File: config.mk
export PLATFORM = sky130hd
export DESIGN_NAME = iomev_top
export DESIGN_NICKNAME = d
export VERILOG_FILES = /design/src/iomev_pkg.sv /design/src/iomev_merge.sv /design/src/iomev_outreg.sv /design/src/iomev_top.sv
export SDC_FILE = /design/constraint.sdc
export NUM_CORES = 2
export LEC_CHECK = 0
export BUFFER_PORTS_ARGS = -buffer_cell sky130_fd_sc_hd__buf_2
export CORE_MARGIN = 2
export CORE_UTILIZATION = 45
export CTS_CLUSTER_DIAMETER = 50
export DETAILED_ROUTE_END_ITERATION = 16
export SKIP_LAST_GASP = 1
export SYNTH_ARGS = -nofsm -noshare
export SYNTH_HDL_FRONTEND = slang
export SYNTH_SLANG_ARGS = --single-unit
File: constraint.sdc
create_clock -name CLK -period 7.6 [get_ports CLK]
set_input_delay 0.38 -clock CLK [delete_from_list [all_inputs] [get_ports CLK]]
set_output_delay 0.38 -clock CLK [all_outputs]
set_load 0.02 [all_outputs]
File: src/iomev_pkg.sv
// Package with record layout, register map, types and constants for the event record generator.
package iomev_pkg;

	// Record geometry: one record is 32 bytes, byte 0 in bits [7:0].
	localparam int REC_BYTES = 32;
	localparam int REC_BITS = REC_BYTES * 8;

	// Event numbers.
	localparam logic [7:0] EVT_UUT = 8'h01;
	localparam logic [7:0] EVT_BAD_SID = 8'h02;
	localparam logic [7:0] EVT_STE_FETCH = 8'h03;
	localparam logic [7:0] EVT_BAD_STE = 8'h04;

	// Field positions inside the 256-bit record word.
	localparam int POS_EVT = 0;
	localparam int POS_SSV = 11;
	localparam int POS_SUBSTREAM = 12;
	localparam int POS_SID = 32;
	localparam int POS_REASON = 64;
	localparam int POS_PRIV = 97;
	localparam int POS_INSTR = 98;
	localparam int POS_RNW = 99;
	localparam int POS_NONSECURE_IPA_FLAG = 102;
	localparam int POS_STAGE = 103;
	localparam int POS_CLASS = 104;
	localparam int POS_STALL = 127;
	localparam int POS_ADDR = 128;
	localparam int POS_FETCH = 192;

	// Operation class codes; the last is never emitted.
	localparam logic [1:0] CLASS_CD = 2'h0;
	localparam logic [1:0] CLASS_TTD = 2'h1;
	localparam logic [1:0] CLASS_IN = 2'h2;
	localparam logic [1:0] CLASS_RSVD = 2'h3;

	// First-level span limits.
	localparam logic [4:0] SPAN_MAX = 5'h0C;

	// Register byte offsets.
	localparam logic [7:0] REG_CTRL = 8'h00;
	localparam logic [7:0] REG_TABLE_NS = 8'h04;
	localparam logic [7:0] REG_TABLE_S = 8'h08;
	localparam logic [7:0] REG_MERGE_WIN = 8'h0C;
	localparam logic [7:0] REG_COUNT = 8'h10;

	// Control register fields.
	localparam int CTRL_XLATE_EN = 0;
	localparam int CTRL_EQ_EN = 1;
	localparam int CTRL_REC_INV = 3;
	localparam int CTRL_WIDTH = 5;

	// Reset values.
	localparam logic [4:0] CTRL_RESET = 5'h00;
	localparam logic [10:0] TABLE_RESET = 11'h000;
	localparam logic [15:0] MERGE_WIN_RESET = 16'h0040;

	// Operation kinds presented by upstream lookup logic.
	typedef enum logic [1:0] {
		KIND_UUT = 2'h0,
		KIND_SID = 2'h1,
		KIND_GEN = 2'h3
	} iomev_kind_type;

	// Controller states.
	typedef enum logic {
		ST_IDLE = 1'h0,
		ST_CHECK = 1'h1
	} iomev_state_type;

	// Stream table configuration of one security state.
	typedef struct packed {
		logic [3:0] split;
		logic two_level;
		logic [5:0] log2_size;
	} iomev_tbl_type;

	// One fault report from upstream.
	typedef struct packed {
		iomev_kind_type kind;
		logic [7:0] evt_num;
		logic secure;
		logic [31:0] stream_id;
		logic substream_valid;
		logic [19:0] substream_id;
		logic read_not_write;
		logic priv_in;
		logic instr_in;
		logic priv_flag;
		logic instr_flag;
		logic [63:0] fault_input_address;
		logic fault_stage;
		logic [1:0] op_class;
		logic stage1_ns;
		logic fetch_valid;
		logic [63:0] fetch_addr;
		logic [15:0] reason;
		logic stall;
		logic merge_enable;
		logic [4:0] first_level_span;
	} iomev_req_type;

endpackage : iomev_pkg

File: src/iomev_merge.sv
// Merge filter keeping the last record written to each queue and its age.
`timescale 1ns/1ns
module iomev_merge (
	input wire logic clk, // Core clock.
	input wire logic rst, // Synchronous reset.
	input wire logic ce, // Clock enable.
	input wire logic [iomev_pkg::REC_BITS-1:0] rec, // Candidate record.
	input wire logic sec, // Candidate queue.
	input wire logic allow, // Candidate may merge at all.
	input wire logic [15:0] window, // Age limit in cycles.
	input wire logic update, // Candidate was written out.
	output logic hit // Candidate duplicates a recent record.
);
	logic [iomev_pkg::REC_BITS-1:0] last_rec [2];
	logic [1:0] last_valid;
	logic [15:0] age [2];

	// Only records seen shortly before count, so slow repeats are still written separately.
	assign hit = allow && last_valid[sec] && last_rec[sec] == rec && age[sec] < window;

	// History per queue; the age saturates rather than wrapping back into the window.
	always_ff @(posedge clk) begin
		if (rst) begin
			last_valid <= 2'h0;
			age[0] <= 16'h0000;
			age[1] <= 16'h0000;
			last_rec[0] <= '0;
			last_rec[1] <= '0;
		end else if (ce) begin
			for (int q = 0; q < 2; q++) begin
				if (update && sec == q[0]) begin
					last_rec[q] <= rec;
					last_valid[q] <= 1'b1;
					age[q] <= 16'h0000;
				end else if (age[q] != 16'hFFFF) begin
					age[q] <= age[q] + 16'h0001;
				end
			end
		end
	end
endmodule : iomev_merge

File: src/iomev_outreg.sv
// Output holding register presenting one record to the queue writer.
`timescale 1ns/1ns
module iomev_outreg (
	input wire logic clk, // Core clock.
	input wire logic rst, // Synchronous reset.
	input wire logic ce, // Clock enable.
	input wire logic load, // Take a new record.
	input wire logic [iomev_pkg::REC_BITS-1:0] rec_in, // Record to hold.
	input wire logic sec_in, // Queue of that record.
	input wire logic ready, // Writer accepts.
	output logic valid, // Record is offered.
	output logic [iomev_pkg::REC_BITS-1:0] rec_out, // Held record.
	output logic sec_out // Held queue select.
);
	// Data are only loaded while empty, so they stay stable until accepted.
	always_ff @(posedge clk) begin
		if (rst) begin
			valid <= 1'b0;
			rec_out <= '0;
			sec_out <= 1'b0;
		end else if (ce) begin
			if (load && !valid) begin
				valid <= 1'b1;
				rec_out <= rec_in;
				sec_out <= sec_in;
			end else if (valid && ready) begin
				valid <= 1'b0;
			end
		end
	end
endmodule : iomev_outreg

File: src/iomev_top.sv
// Event record generator: builds, filters, merges and hands records to the queue writer.
//
// Contract
// - Records are 32 bytes, little-endian.
// - Record goes to the stream's security queue.
// - Read/write flag: 0 write, 1 read.
// - Privilege flag after overrides, 1 privileged.
// - Instruction flag after overrides, 1 instruction.
// - Full 64-bit input address kept unchanged.
// - Substream valid flag marks substream field.
// - Fault stage: 0 stage 1, 1 stage 2.
// - Class codes 00, 01, 10; never 11.
// - Non-secure IPA bit only secure stage-2.
// - Fetch address is the structure entry address.
// - Undefined record parts are written zero.
// - Merge only when stream merge enable set.
// - Merge identical events close in time.
// - Never merge stalled events.
// - Pre-lookup event types may always merge.
// - Slow repeats get separate records.
// - Unsupported transaction is event 0x01 with reason.
// - That event reports attributes before overrides.
// - Unsupported transaction recorded with translation off.
// - Bad stream event 0x02 when identifier too large.
// - Two-level span checks also raise it.
// - Deliver only to writable queue, else drop; a stalled event is held until its queue is writable.
//
// Our own choices: the register addresses and the Wishbone slave port.
`timescale 1ns/1ns
module iomev_top (
	input wire logic CLK, // Core clock, 100 MHz.
	input wire logic RST, // Synchronous reset, active high.
	input wire logic CE, // Clock enable; low freezes all state.
	input wire logic WB_CYC, // Wishbone cycle.
	input wire logic WB_STB, // Wishbone strobe.
	input wire logic WB_WE, // Wishbone write enable.
	input wire logic [7:0] WB_ADR, // Wishbone byte address.
	input wire logic [3:0] WB_SEL, // Wishbone byte selects.
	input wire logic [31:0] WB_DAT_I, // Wishbone write data.
	output logic [31:0] WB_DAT_O, // Wishbone read data.
	output logic WB_ACK, // Wishbone acknowledge.
	input wire logic IN_VALID, // Fault report offered.
	output logic IN_READY, // Fault report taken.
	input wire iomev_pkg::iomev_req_type IN_REQ, // Fault report contents.
	input wire logic [1:0] QUEUE_FULL, // Queue full, index 1 secure.
	input wire logic [1:0] QUEUE_ABORT, // Unacknowledged queue abort error.
	output logic OUT_VALID, // Record offered to writer.
	input wire logic OUT_READY, // Writer accepts record.
	output logic OUT_SECURE, // Record belongs on secure queue.
	output logic [iomev_pkg::REC_BITS-1:0] OUT_RECORD // Record, byte 0 in bits 7:0.
);
	logic [iomev_pkg::CTRL_WIDTH-1:0] ctrl;
	iomev_pkg::iomev_tbl_type tbl [2];
	logic [15:0] merge_win;
	logic [15:0] cnt_written;
	logic [15:0] cnt_dropped;
	iomev_pkg::iomev_state_type state;
	iomev_pkg::iomev_req_type rq;
	logic [iomev_pkg::REC_BITS-1:0] rec;
	logic translation_enable;
	logic [1:0] event_queue_enable;
	logic [1:0] record_invalid_stream_enable;
	logic gen_ok;
	logic mergeable;
	logic hit;
	logic writable;
	logic load;
	logic merged;
	logic dropped;
	logic wb_req;

	assign translation_enable = ctrl[iomev_pkg::CTRL_XLATE_EN];
	assign event_queue_enable = ctrl[iomev_pkg::CTRL_EQ_EN +: 2];
	assign record_invalid_stream_enable = ctrl[iomev_pkg::CTRL_REC_INV +: 2];

	// Applies Wishbone byte selects to a register word.
	function automatic logic [31:0] sel_merge(input logic [31:0] old, input logic [31:0] nw, input logic [3:0] sel);
		logic [31:0] r;
		r = old;
		for (int b = 0; b < 4; b++) begin
			if (sel[b]) begin
				r[b*8 +: 8] = nw[b*8 +: 8];
			end
		end
		return r;
	endfunction : sel_merge

	// Out-of-range stream identifier test for one table configuration.
	function automatic logic bad_stream(input logic [31:0] sid, input iomev_pkg::iomev_tbl_type t,
		input logic [4:0] span);
		logic [31:0] low;
		logic [31:0] lim;
		logic bad;
		low = sid & ((32'h1 << t.split) - 32'h1);
		lim = 32'h1 << (span - 5'h01);
		bad = (sid >> t.log2_size) != 32'h0;
		if (t.two_level) begin
			bad = bad || span == 5'h00 || span > iomev_pkg::SPAN_MAX;
			bad = bad || span > ({1'b0, t.split} + 5'h01) || low >= lim;
		end
		return bad;
	endfunction : bad_stream

	// Packs one report into a record; every field not named stays zero.
	function automatic logic [iomev_pkg::REC_BITS-1:0] build(input iomev_pkg::iomev_req_type r);
		logic [iomev_pkg::REC_BITS-1:0] w;
		w = '0;
		w[iomev_pkg::POS_SID +: 32] = r.stream_id;
		w[iomev_pkg::POS_SSV] = r.substream_valid;
		if (r.substream_valid) begin
			w[iomev_pkg::POS_SUBSTREAM +: 20] = r.substream_id;
		end
		case (r.kind)
			iomev_pkg::KIND_UUT: begin
				w[iomev_pkg::POS_EVT +: 8] = iomev_pkg::EVT_UUT;
				w[iomev_pkg::POS_REASON +: 16] = r.reason;
				w[iomev_pkg::POS_RNW] = r.read_not_write;
				w[iomev_pkg::POS_PRIV] = r.priv_in;
				w[iomev_pkg::POS_INSTR] = r.instr_in;
				w[iomev_pkg::POS_ADDR +: 64] = r.fault_input_address;
			end
			iomev_pkg::KIND_SID: begin
				w[iomev_pkg::POS_EVT +: 8] = iomev_pkg::EVT_BAD_SID;
			end
			default: begin
				w[iomev_pkg::POS_EVT +: 8] = r.evt_num;
				w[iomev_pkg::POS_REASON +: 16] = r.reason;
				w[iomev_pkg::POS_RNW] = r.read_not_write;
				w[iomev_pkg::POS_PRIV] = r.priv_flag;
				w[iomev_pkg::POS_INSTR] = r.instr_flag;
				w[iomev_pkg::POS_STAGE] = r.fault_stage;
				w[iomev_pkg::POS_CLASS +: 2] = r.op_class;
				w[iomev_pkg::POS_NONSECURE_IPA_FLAG] = r.secure && r.fault_stage && r.stage1_ns;
				w[iomev_pkg::POS_STALL] = r.stall;
				w[iomev_pkg::POS_ADDR +: 64] = r.fault_input_address;
				if (r.fetch_valid) begin
					w[iomev_pkg::POS_FETCH +: 64] = r.fetch_addr;
				end
			end
		endcase
		return w;
	endfunction : build

	// Decides whether an incoming report produces a record at all.
	always_comb begin
		case (IN_REQ.kind)
			iomev_pkg::KIND_UUT: gen_ok = 1'b1;
			iomev_pkg::KIND_SID: gen_ok = translation_enable && record_invalid_stream_enable[IN_REQ.secure]
				&& bad_stream(IN_REQ.stream_id, tbl[IN_REQ.secure], IN_REQ.first_level_span);
			default: gen_ok = translation_enable && IN_REQ.op_class != iomev_pkg::CLASS_RSVD;
		endcase
	end

	// Stalled events never merge; otherwise the stream's enable or a pre-lookup type allows it.
	assign mergeable = !rq.stall && (rq.merge_enable || rq.kind != iomev_pkg::KIND_GEN
		|| rq.evt_num == iomev_pkg::EVT_STE_FETCH || rq.evt_num == iomev_pkg::EVT_BAD_STE);

	// Queue writable: enabled, not full, no pending abort error.
	assign writable = event_queue_enable[rq.secure] && !QUEUE_FULL[rq.secure] && !QUEUE_ABORT[rq.secure];

	// Outcome of the check cycle; a busy output register simply waits.
	assign merged = state == iomev_pkg::ST_CHECK && !OUT_VALID && hit;
	assign load = state == iomev_pkg::ST_CHECK && !OUT_VALID && !hit && writable;
	assign dropped = state == iomev_pkg::ST_CHECK && !OUT_VALID && !hit && !writable && !rq.stall;

	// Controller: take a report, build its record, then merge, deliver, drop or hold.
	always_ff @(posedge CLK) begin
		if (RST) begin
			state <= iomev_pkg::ST_IDLE;
			IN_READY <= 1'b0;
			rq <= '0;
			rec <= '0;
		end else if (CE) begin
			case (state)
				iomev_pkg::ST_IDLE: begin
					IN_READY <= 1'b1;
					if (IN_VALID && IN_READY && gen_ok) begin
						rq <= IN_REQ;
						rec <= build(IN_REQ);
						IN_READY <= 1'b0;
						state <= iomev_pkg::ST_CHECK;
					end
				end
				iomev_pkg::ST_CHECK: begin
					// A stalled event waits here, so back-pressure reaches upstream.
					if (merged || load || dropped) begin
						IN_READY <= 1'b1;
						state <= iomev_pkg::ST_IDLE;
					end
				end
				default: begin
					state <= iomev_pkg::ST_IDLE;
				end
			endcase
		end
	end

	// Merge history, refreshed only by records actually written out.
	iomev_merge u_merge (
		.clk(CLK),
		.rst(RST),
		.ce(CE),
		.rec(rec),
		.sec(rq.secure),
		.allow(mergeable),
		.window(merge_win),
		.update(load),
		.hit(hit)
	);

	// Record handed over on its security state's queue select.
	iomev_outreg u_out (
		.clk(CLK),
		.rst(RST),
		.ce(CE),
		.load(load),
		.rec_in(rec),
		.sec_in(rq.secure),
		.ready(OUT_READY),
		.valid(OUT_VALID),
		.rec_out(OUT_RECORD),
		.sec_out(OUT_SECURE)
	);

	// Activity counters for software; both wrap.
	always_ff @(posedge CLK) begin
		if (RST) begin
			cnt_written <= 16'h0000;
			cnt_dropped <= 16'h0000;
		end else if (CE) begin
			if (load) begin
				cnt_written <= cnt_written + 16'h0001;
			end
			if (dropped) begin
				cnt_dropped <= cnt_dropped + 16'h0001;
			end
		end
	end

	// Wishbone slave: one wait state, ack for one cycle, unmapped reads return zero.
	assign wb_req = WB_CYC && WB_STB && !WB_ACK;

	always_ff @(posedge CLK) begin
		if (RST) begin
			WB_ACK <= 1'b0;
			WB_DAT_O <= 32'h00000000;
			ctrl <= iomev_pkg::CTRL_RESET;
			tbl[0] <= iomev_pkg::TABLE_RESET;
			tbl[1] <= iomev_pkg::TABLE_RESET;
			merge_win <= iomev_pkg::MERGE_WIN_RESET;
		end else if (CE) begin
			WB_ACK <= wb_req;
			WB_DAT_O <= 32'h00000000;
			if (wb_req) begin
				case (WB_ADR)
					iomev_pkg::REG_CTRL: begin
						WB_DAT_O <= {27'h0, ctrl};
						if (WB_WE) begin
							ctrl <= (iomev_pkg::CTRL_WIDTH)'(sel_merge({27'h0, ctrl}, WB_DAT_I, WB_SEL));
						end
					end
					iomev_pkg::REG_TABLE_NS: begin
						WB_DAT_O <= {21'h0, tbl[0]};
						if (WB_WE) begin
							tbl[0] <= 11'(sel_merge({21'h0, tbl[0]}, WB_DAT_I, WB_SEL));
						end
					end
					iomev_pkg::REG_TABLE_S: begin
						WB_DAT_O <= {21'h0, tbl[1]};
						if (WB_WE) begin
							tbl[1] <= 11'(sel_merge({21'h0, tbl[1]}, WB_DAT_I, WB_SEL));
						end
					end
					iomev_pkg::REG_MERGE_WIN: begin
						WB_DAT_O <= {16'h0, merge_win};
						if (WB_WE) begin
							merge_win <= 16'(sel_merge({16'h0, merge_win}, WB_DAT_I, WB_SEL));
						end
					end
					iomev_pkg::REG_COUNT: begin
						WB_DAT_O <= {cnt_dropped, cnt_written};
					end
					default: begin
						WB_DAT_O <= 32'h00000000;
					end
				endcase
			end
		end
	end

	// Checks on the produced records and their delivery.
	property p_uut_number;
		@(posedge CLK) disable iff (RST)
		load && CE && rq.kind == iomev_pkg::KIND_UUT |=> OUT_RECORD[7:0] == iomev_pkg::EVT_UUT;
	endproperty
	a_uut_number: assert property (p_uut_number) else $error("Unsupported transaction record lacks 0x01.");

	property p_rnw;
		@(posedge CLK) disable iff (RST)
		load && CE && rq.kind != iomev_pkg::KIND_SID |=> OUT_RECORD[iomev_pkg::POS_RNW] == $past(rq.read_not_write);
	endproperty
	a_rnw: assert property (p_rnw) else $error("Read/write flag differs from the request.");

	property p_class;
		@(posedge CLK) disable iff (RST)
		OUT_VALID |-> OUT_RECORD[iomev_pkg::POS_CLASS +: 2] != iomev_pkg::CLASS_RSVD;
	endproperty
	a_class: assert property (p_class) else $error("Reserved class code emitted.");

	property p_nonsecure_ipa_flag;
		@(posedge CLK) disable iff (RST)
		OUT_VALID && (!OUT_SECURE || !OUT_RECORD[iomev_pkg::POS_STAGE]) |-> !OUT_RECORD[iomev_pkg::POS_NONSECURE_IPA_FLAG];
	endproperty
	a_nonsecure_ipa_flag: assert property (p_nonsecure_ipa_flag) else $error("Non-secure IPA bit set outside secure stage 2.");

	property p_hold;
		@(posedge CLK) disable iff (RST)
		OUT_VALID && !OUT_READY |=> OUT_VALID && $stable(OUT_RECORD) && $stable(OUT_SECURE);
	endproperty
	a_hold: assert property (p_hold) else $error("Offered record changed before acceptance.");

	property p_writable;
		@(posedge CLK) disable iff (RST)
		$rose(OUT_VALID) |-> $past(writable);
	endproperty
	a_writable: assert property (p_writable) else $error("Record delivered to an unwritable queue.");

	property p_queue;
		@(posedge CLK) disable iff (RST)
		load && CE |=> OUT_VALID && OUT_SECURE == $past(rq.secure);
	endproperty
	a_queue: assert property (p_queue) else $error("Record steered to the wrong queue.");

	property p_bad_sid_enable;
		@(posedge CLK) disable iff (RST)
		load && rq.kind == iomev_pkg::KIND_SID |-> record_invalid_stream_enable[rq.secure];
	endproperty
	a_bad_sid_enable: assert property (p_bad_sid_enable) else $error("Bad stream record while disabled.");

	property p_xlate_off;
		@(posedge CLK) disable iff (RST)
		state == iomev_pkg::ST_IDLE && IN_VALID && IN_READY && CE && !translation_enable
			&& IN_REQ.kind == iomev_pkg::KIND_UUT ##1 CE |-> state == iomev_pkg::ST_CHECK;
	endproperty
	a_xlate_off: assert property (p_xlate_off) else $error("Unsupported transaction lost while disabled.");

	property p_no_stall_merge;
		@(posedge CLK) disable iff (RST)
		merged |-> !rq.stall && (rq.merge_enable || rq.kind != iomev_pkg::KIND_GEN
			|| rq.evt_num == iomev_pkg::EVT_STE_FETCH || rq.evt_num == iomev_pkg::EVT_BAD_STE);
	endproperty
	a_no_stall_merge: assert property (p_no_stall_merge) else $error("Event merged against its settings.");

endmodule : iomev_top

After elaboration in Yosys (flattened, before gate mapping)
Memories as Yosys holds them, arrays and structs flattened. A register that Yosys moved wholly into a read port is not among the register bits.
Cells that the tools add are included.
W data, S select, Z words.
{"block": "classes", "n_eq_ne": 13, "mux": 99, "bitwise_logic": 11, "n_reduce_logical": 58, "n_addsub": 7, "magnitude_cmp": 6, "shifts": 3}
{"cell": "$mux W213", "n": 2}
{"cell": "$eq A256 B256 Y1", "n": 1}
{"cell": "$mux W64", "n": 3}
{"cell": "$pmux W32 S5", "n": 1}
{"cell": "$mux W8", "n": 12}
{"cell": "$mux W16", "n": 5}
{"cell": "$add A16 B1 Y16 const B", "n": 4}
{"cell": "$mux W1", "n": 54}
{"cell": "$mux W3", "n": 12}
{"cell": "$and A32 B32 Y32", "n": 1}
{"cell": "$ge A32 B32 Y1", "n": 1}
{"cell": "$mux W32", "n": 1}
{"cell": "$ne A16 B16 Y1 const B", "n": 2}
{"cell": "$reduce_bool A32 Y1", "n": 1}
{"cell": "$shl A1 B4 Y32 const A", "n": 1}
{"cell": "$shl A1 B5 Y32 const A", "n": 1}
{"cell": "$shr A32 B6 Y32", "n": 1}
{"cell": "$sub A32 B1 Y32 const B", "n": 1}
{"cell": "$logic_and A1 B1 Y1", "n": 25}
{"cell": "$mux W11", "n": 2}
{"cell": "$mux W20", "n": 1}
{"cell": "$eq A8 B3 Y1 const B", "n": 2}
{"cell": "$eq A8 B4 Y1 const B", "n": 2}
{"cell": "$lt A16 B16 Y1", "n": 1}
{"cell": "26 further kinds", "n": 60}
{"block": "totals", "n_memories": 3, "ff_bits": 531, "ram_bits": 480, "input_bits": 281}
{"memory": "u_merge.last_rec", "words": 2, "word_bits": 213, "read_ports": 1, "rd_clocked_by_memory_dff": 1, "write_ports": 2, "line": "iomev_merge.sv:14", "rtl": "logic [iomev_pkg::REC_BITS-1:0] last_rec [2];"}
{"memory": "u_merge.age", "words": 2, "word_bits": 16, "read_ports": 3, "rd_clocked_by_memory_dff": 1, "write_ports": 2, "line": "iomev_merge.sv:16", "rtl": "logic [15:0] age [2];"}
{"memory": "tbl", "words": 2, "word_bits": 11, "read_ports": 3, "rd_clocked_by_memory_dff": 0, "write_ports": 2, "line": "iomev_top.sv:53", "rtl": "iomev_pkg::iomev_tbl_type tbl [2];"}

Longest topological paths before layout
{"block": "logic_depth", "word_depth": 18, "mapped_depth": 26, "mapped_depth_nobuf": 19}

Hierarchy
From an unflattened synthesis, not the netlist that was laid out.
{"block": "unflattened", "hier_cells": 4667, "hier_area_um2": 52613.0}
{"mod": "iomev_merge", "cells_per_inst": 1714, "n_inst": 1, "area_per_inst_um2": 24984.0, "seq_area_each_um2": 16375.7}
{"mod": "iomev_top", "cells_per_inst": 1835, "n_inst": 1, "area_per_inst_um2": 16118.0, "seq_area_each_um2": 6946.7}
{"mod": "iomev_outreg", "cells_per_inst": 1118, "n_inst": 1, "area_per_inst_um2": 11511.0, "seq_area_each_um2": 5165.0}

Least setup slack after synthesis
Ideal clock, no wire load.
{"block": "synth_timing", "path_kind": "reg2reg", "startpoint": "register with a tool-made name", "endpoint": "memory u_merge.last_rec[0][0] (netlist bit), enable pin", "required_ns": 7.115, "arrival_ns": 6.118, "path_stages_with_launch": 20, "path_slack_ns": 0.997, "path_cell_list": "dfxtp_1 > buf_4 > buf_6 > buf_4 > buf_4 > buf_4 > buf_2 > clkbuf_1 > mux2_2 > ha_1 > a21o_1 > a21o_1 > a21oi_1 > o2111ai_1 > nor4_1 > nand4_2 > o211ai_2 > buf_2 > nor2_1 > or2_2"}
{"element": "end: declaration", "line": "iomev_merge.sv:14"}

==> impl_metrics.csv <==
group,metric,value,unit
placed_design,dp_cells,5381,
power,p_leak,20.13,nW
sta,tightest_slew,1.198,ns
logic_synthesis,ys_warn_count,0,
power,power,12.40,mW
cts,cts.sinks,1012,
cts,cts_tree,"done",
die,die_area,99720,µm²
global_routing,grt_usage,28.56,%
placed_design,post_dp_cell_area,47420,µm²
route,routed_wirelength,146800,µm
route,ant_nets,0,
cts,clock_latency,0.71,ns
logic_synthesis,synth.cell_area,43750,µm²
sta,layout_min_cycle_time,6.033,ns
sta,finalHoldViolations,0,
setup_path,worstPathRequired,7.90,ns
cts,numCtsBuffers,117,
cells_and_area,final_area,53510,µm²
power,peakVddDrop,0.1748,mV
die,core-area,96570,µm²
cells_and_area,areaGrowthSynthToFinish,22.31,%
sta,slew_headroom,18.10,%
die,die_h,315.8,µm
route,num_vias,34030,
sta,setup_violations,0,
logic_synthesis,async_flop_share,0,%
placed_design,place_ws,1.631,ns
setup_path,critPathBufInv,3,
global_routing,grt_max_degree,189,
sta,fin_skew,0.03506,ns
cts,clk_path_buf_depth,3,
die,num_rows,114,
power,powerDensity,231.8,nW/µm²
setup_path,crit_family,"simple AND/OR/NAND/NOR gates",
sta,setup_tns,0,ns
sta,worst_slack,1.567,ns
cells_and_area,final_common_cell,"dfxtp_1",
global_routing,grt_pass1_vias,32150,
logic_synthesis,yosys_most_used_dff,"dfxtp_1",
setup_path,critical_path.max_fanout,138,
global_routing,grt_pass1_wl,211900,µm
route,viasPerCell,5.854,
cts,post_cts_resized,0,
route,drc,0,
global_routing,grt.met3_usage,3.988,%
cells_and_area,drive_gt1_share,18.51,%
logic_synthesis,ys_ff_latch,1012,
flow_run,cap_violations,0,
cells_and_area,stdcell_count,5813,
cells_and_area,fin_nets,4775,
sta,rsz0062_at_grt,"false",
sta,finalCritPeriodShare,79.38,%
setup_path,cp_slowest_cell,"nor4_1",
logic_synthesis,syn_inst,3794,
cells_and_area,fin_util,55.41,%
outcome,status,"completed",
logic_synthesis,ys_types,79,
setup_path,slowest_delay,0.91,ns
setup_path,path_cells,"buf_12 > mux2i_1 > xnor2_1 > nor4_1 > nand4_1 > nor4_1 > nand4_2 > o211ai_2 > buf_4 > nor2_1 > or2_4 > buf_12",
cells_and_area,final_cell_mix,"dfxtp_1 (531), buf_2 (510), edfxtp_1 (480), a22o_1 (288), mux2i_1 (244)",
die,start_util,45.30,%
placed_design,portBuffers,511,
placed_design,gp_congestion,0.9614,
cts,htreeDepth,3,
placed_design,dpl.hpwl,103000,µm
hold_path,hold_class,"in -> reg",
sta,max_freq,165.8,MHz
setup_path,worstSetupStartpointType,"register",
sta,report.final.slew_viol_count,0,
sta,fin_hold_ws,0.03917,ns
cts,cts_setup_buffers,0,
cts,root_buffer,"clkbuf_16",
setup_path,critPathKind,"reg -> reg",
global_routing,grt_overflow,0,
route,drtIter0Drc,3957,
route,wl_per_cell,25.25,µm
global_routing,grt_use_met1,39.26,%
route,drtPass1Iterations,8,
setup_path,arrival,6.33,ns
setup_path,cp-end-kind,"register",
cts,clkTransAtPathRegs,0.06,ns
logic_synthesis,postSynthAreaPerCell,11.53,µm²
logic_synthesis,synth-edff-count,480,
die,die_w,315.8,µm
logic_synthesis,ys_seq_area_share,57.29,%
global_routing,grt.busiest_layer,"met2",
global_routing,grtUsageMet2,46.04,%
global_routing,antenna_found_initial,6,
die,io_pins,573,
## where the power goes
| group | total [mW] | internal (mW) | switching (mW) |
|---|---|---|---|
| combinational | 0.759 | 0.296 | 0.463 |
| clock | 5.78 | 3.46 | 2.32 |
| sequential | 5.86 | 5.80 | 0.0635 |
| total | 12.4 | 9.56 | 2.85 |
## cell type report
type / instances / area, µm²
antenna: 5 / 12.51
clock buffer: 163 / 3368
clock inverter: 60 / 661.9
fill: 8371 / 43060
inverter: 39 / 146.4
multi-input combinational: 2481 / 17270
sequential: 1012 / 25070
tap: 1276 / 1597
timing repair buffer: 777 / 5388
## cells by family after synthesis
logic type / synth area share, %
and+or+nand+nor: 11.95
xor gates and xnor gates: 3.103
other: 0.008572
DFF: 57.29
AOI/OAI and AO/OA: 15.11
buffers and inverters: 3.818
muxes: 6.824
adders and majority gates: 1.888
## routing by layer
layer / wire length, µm / vias up
met4: 5637 / 2
met1: 63160 / 16830
li1: - / 15560
met2: 68770 / 1380
met5: 13 / -
met3: 9184 / 253
## worst register-to-register path, cell delays in order, from the launching register on
cell and delay, ns:
dfxtp_4 0.61, buf_12 0.54, mux2i_1 0.45, xnor2_1 0.11
nor4_1 0.91, nand4_1 0.32, nor4_1 0.60, nand4_2 0.47
o211ai_2 0.31, buf_4 0.33, nor2_1 0.12, or2_4 0.37
buf_12 0.32
## registers in the layout (all words and copies together) (netlist names), named ones only
register,count
merge_win,16
tbl,22
WB_DAT_O,32
u_merge.last_valid,2
u_out.sec_out,1
u_merge.last_rec,426
cnt_dropped,16
WB_ACK,1
u_out.valid,1
IN_READY,1
rec,213
u_out.rec_out,213
u_merge.age,32
ctrl,5
rq,13
state,1
cnt_written,16
## final timing paths
path / start / cells after the start / to / slack [ns]
min: IN_REQ[199] / 3 / rec[49]$_SDFFE_PP0P_ / 0.04
max: register / 12 / u_merge.last_rec[0][147]$_DFFE_PP_ / 1.57
max reg2reg: register / 12 / u_merge.last_rec[0][147]$_DFFE_PP_ / 1.57
min reg2reg: u_out.rec_out[69]$_SDFFE_PP0P_ / 1 / u_out.rec_out[69]$_SDFFE_PP0P_ / 0.46
## repair_timing
item / 4_1_cts / 5_1_grt
hold endpoints to repair: 223 / 0
setup endpoints to repair: 0 / 0
hold buffers: 204 / 0
## synth_stat cells (all sizes together), types with 5 or more instances
master     n  area share (%)
o211ai     9            0.17
nand2b     6           0.086
a222oi     5            0.11
nor2b     23            0.33
xor2      44            0.88
nor3b      5           0.086
a2bb2oi    5            0.10
a22oi     43            0.74
nand4    150             2.2
o21ai    185             2.1
mux2i    245             5.6
a211oi    23            0.39
clkbuf   178             1.5
a31oi     11            0.16
nand3    101             1.2
edfxtp   480              33
dfxtp    532              24
o22ai     28            0.40
or2        6           0.086
a211o      5            0.10
a22o     288             5.8
nor4      59            0.86
o2bb2ai   40            0.80
o2111ai    5            0.10
ha        66             1.9
or4       18            0.31
nand2    107            0.92
o31ai     13            0.22
a221oi    12            0.24
buf      130             2.0
a21o      10            0.17
mux2      47             1.2
inv       38            0.33
and3      18            0.26
a2111oi    7            0.14
xnor2    111             2.2
nor3      26            0.31
nor2     179             1.5
a21oi    239             2.7
and2     244             3.5
Note: power is estimated with default switching activity, not from simulation.
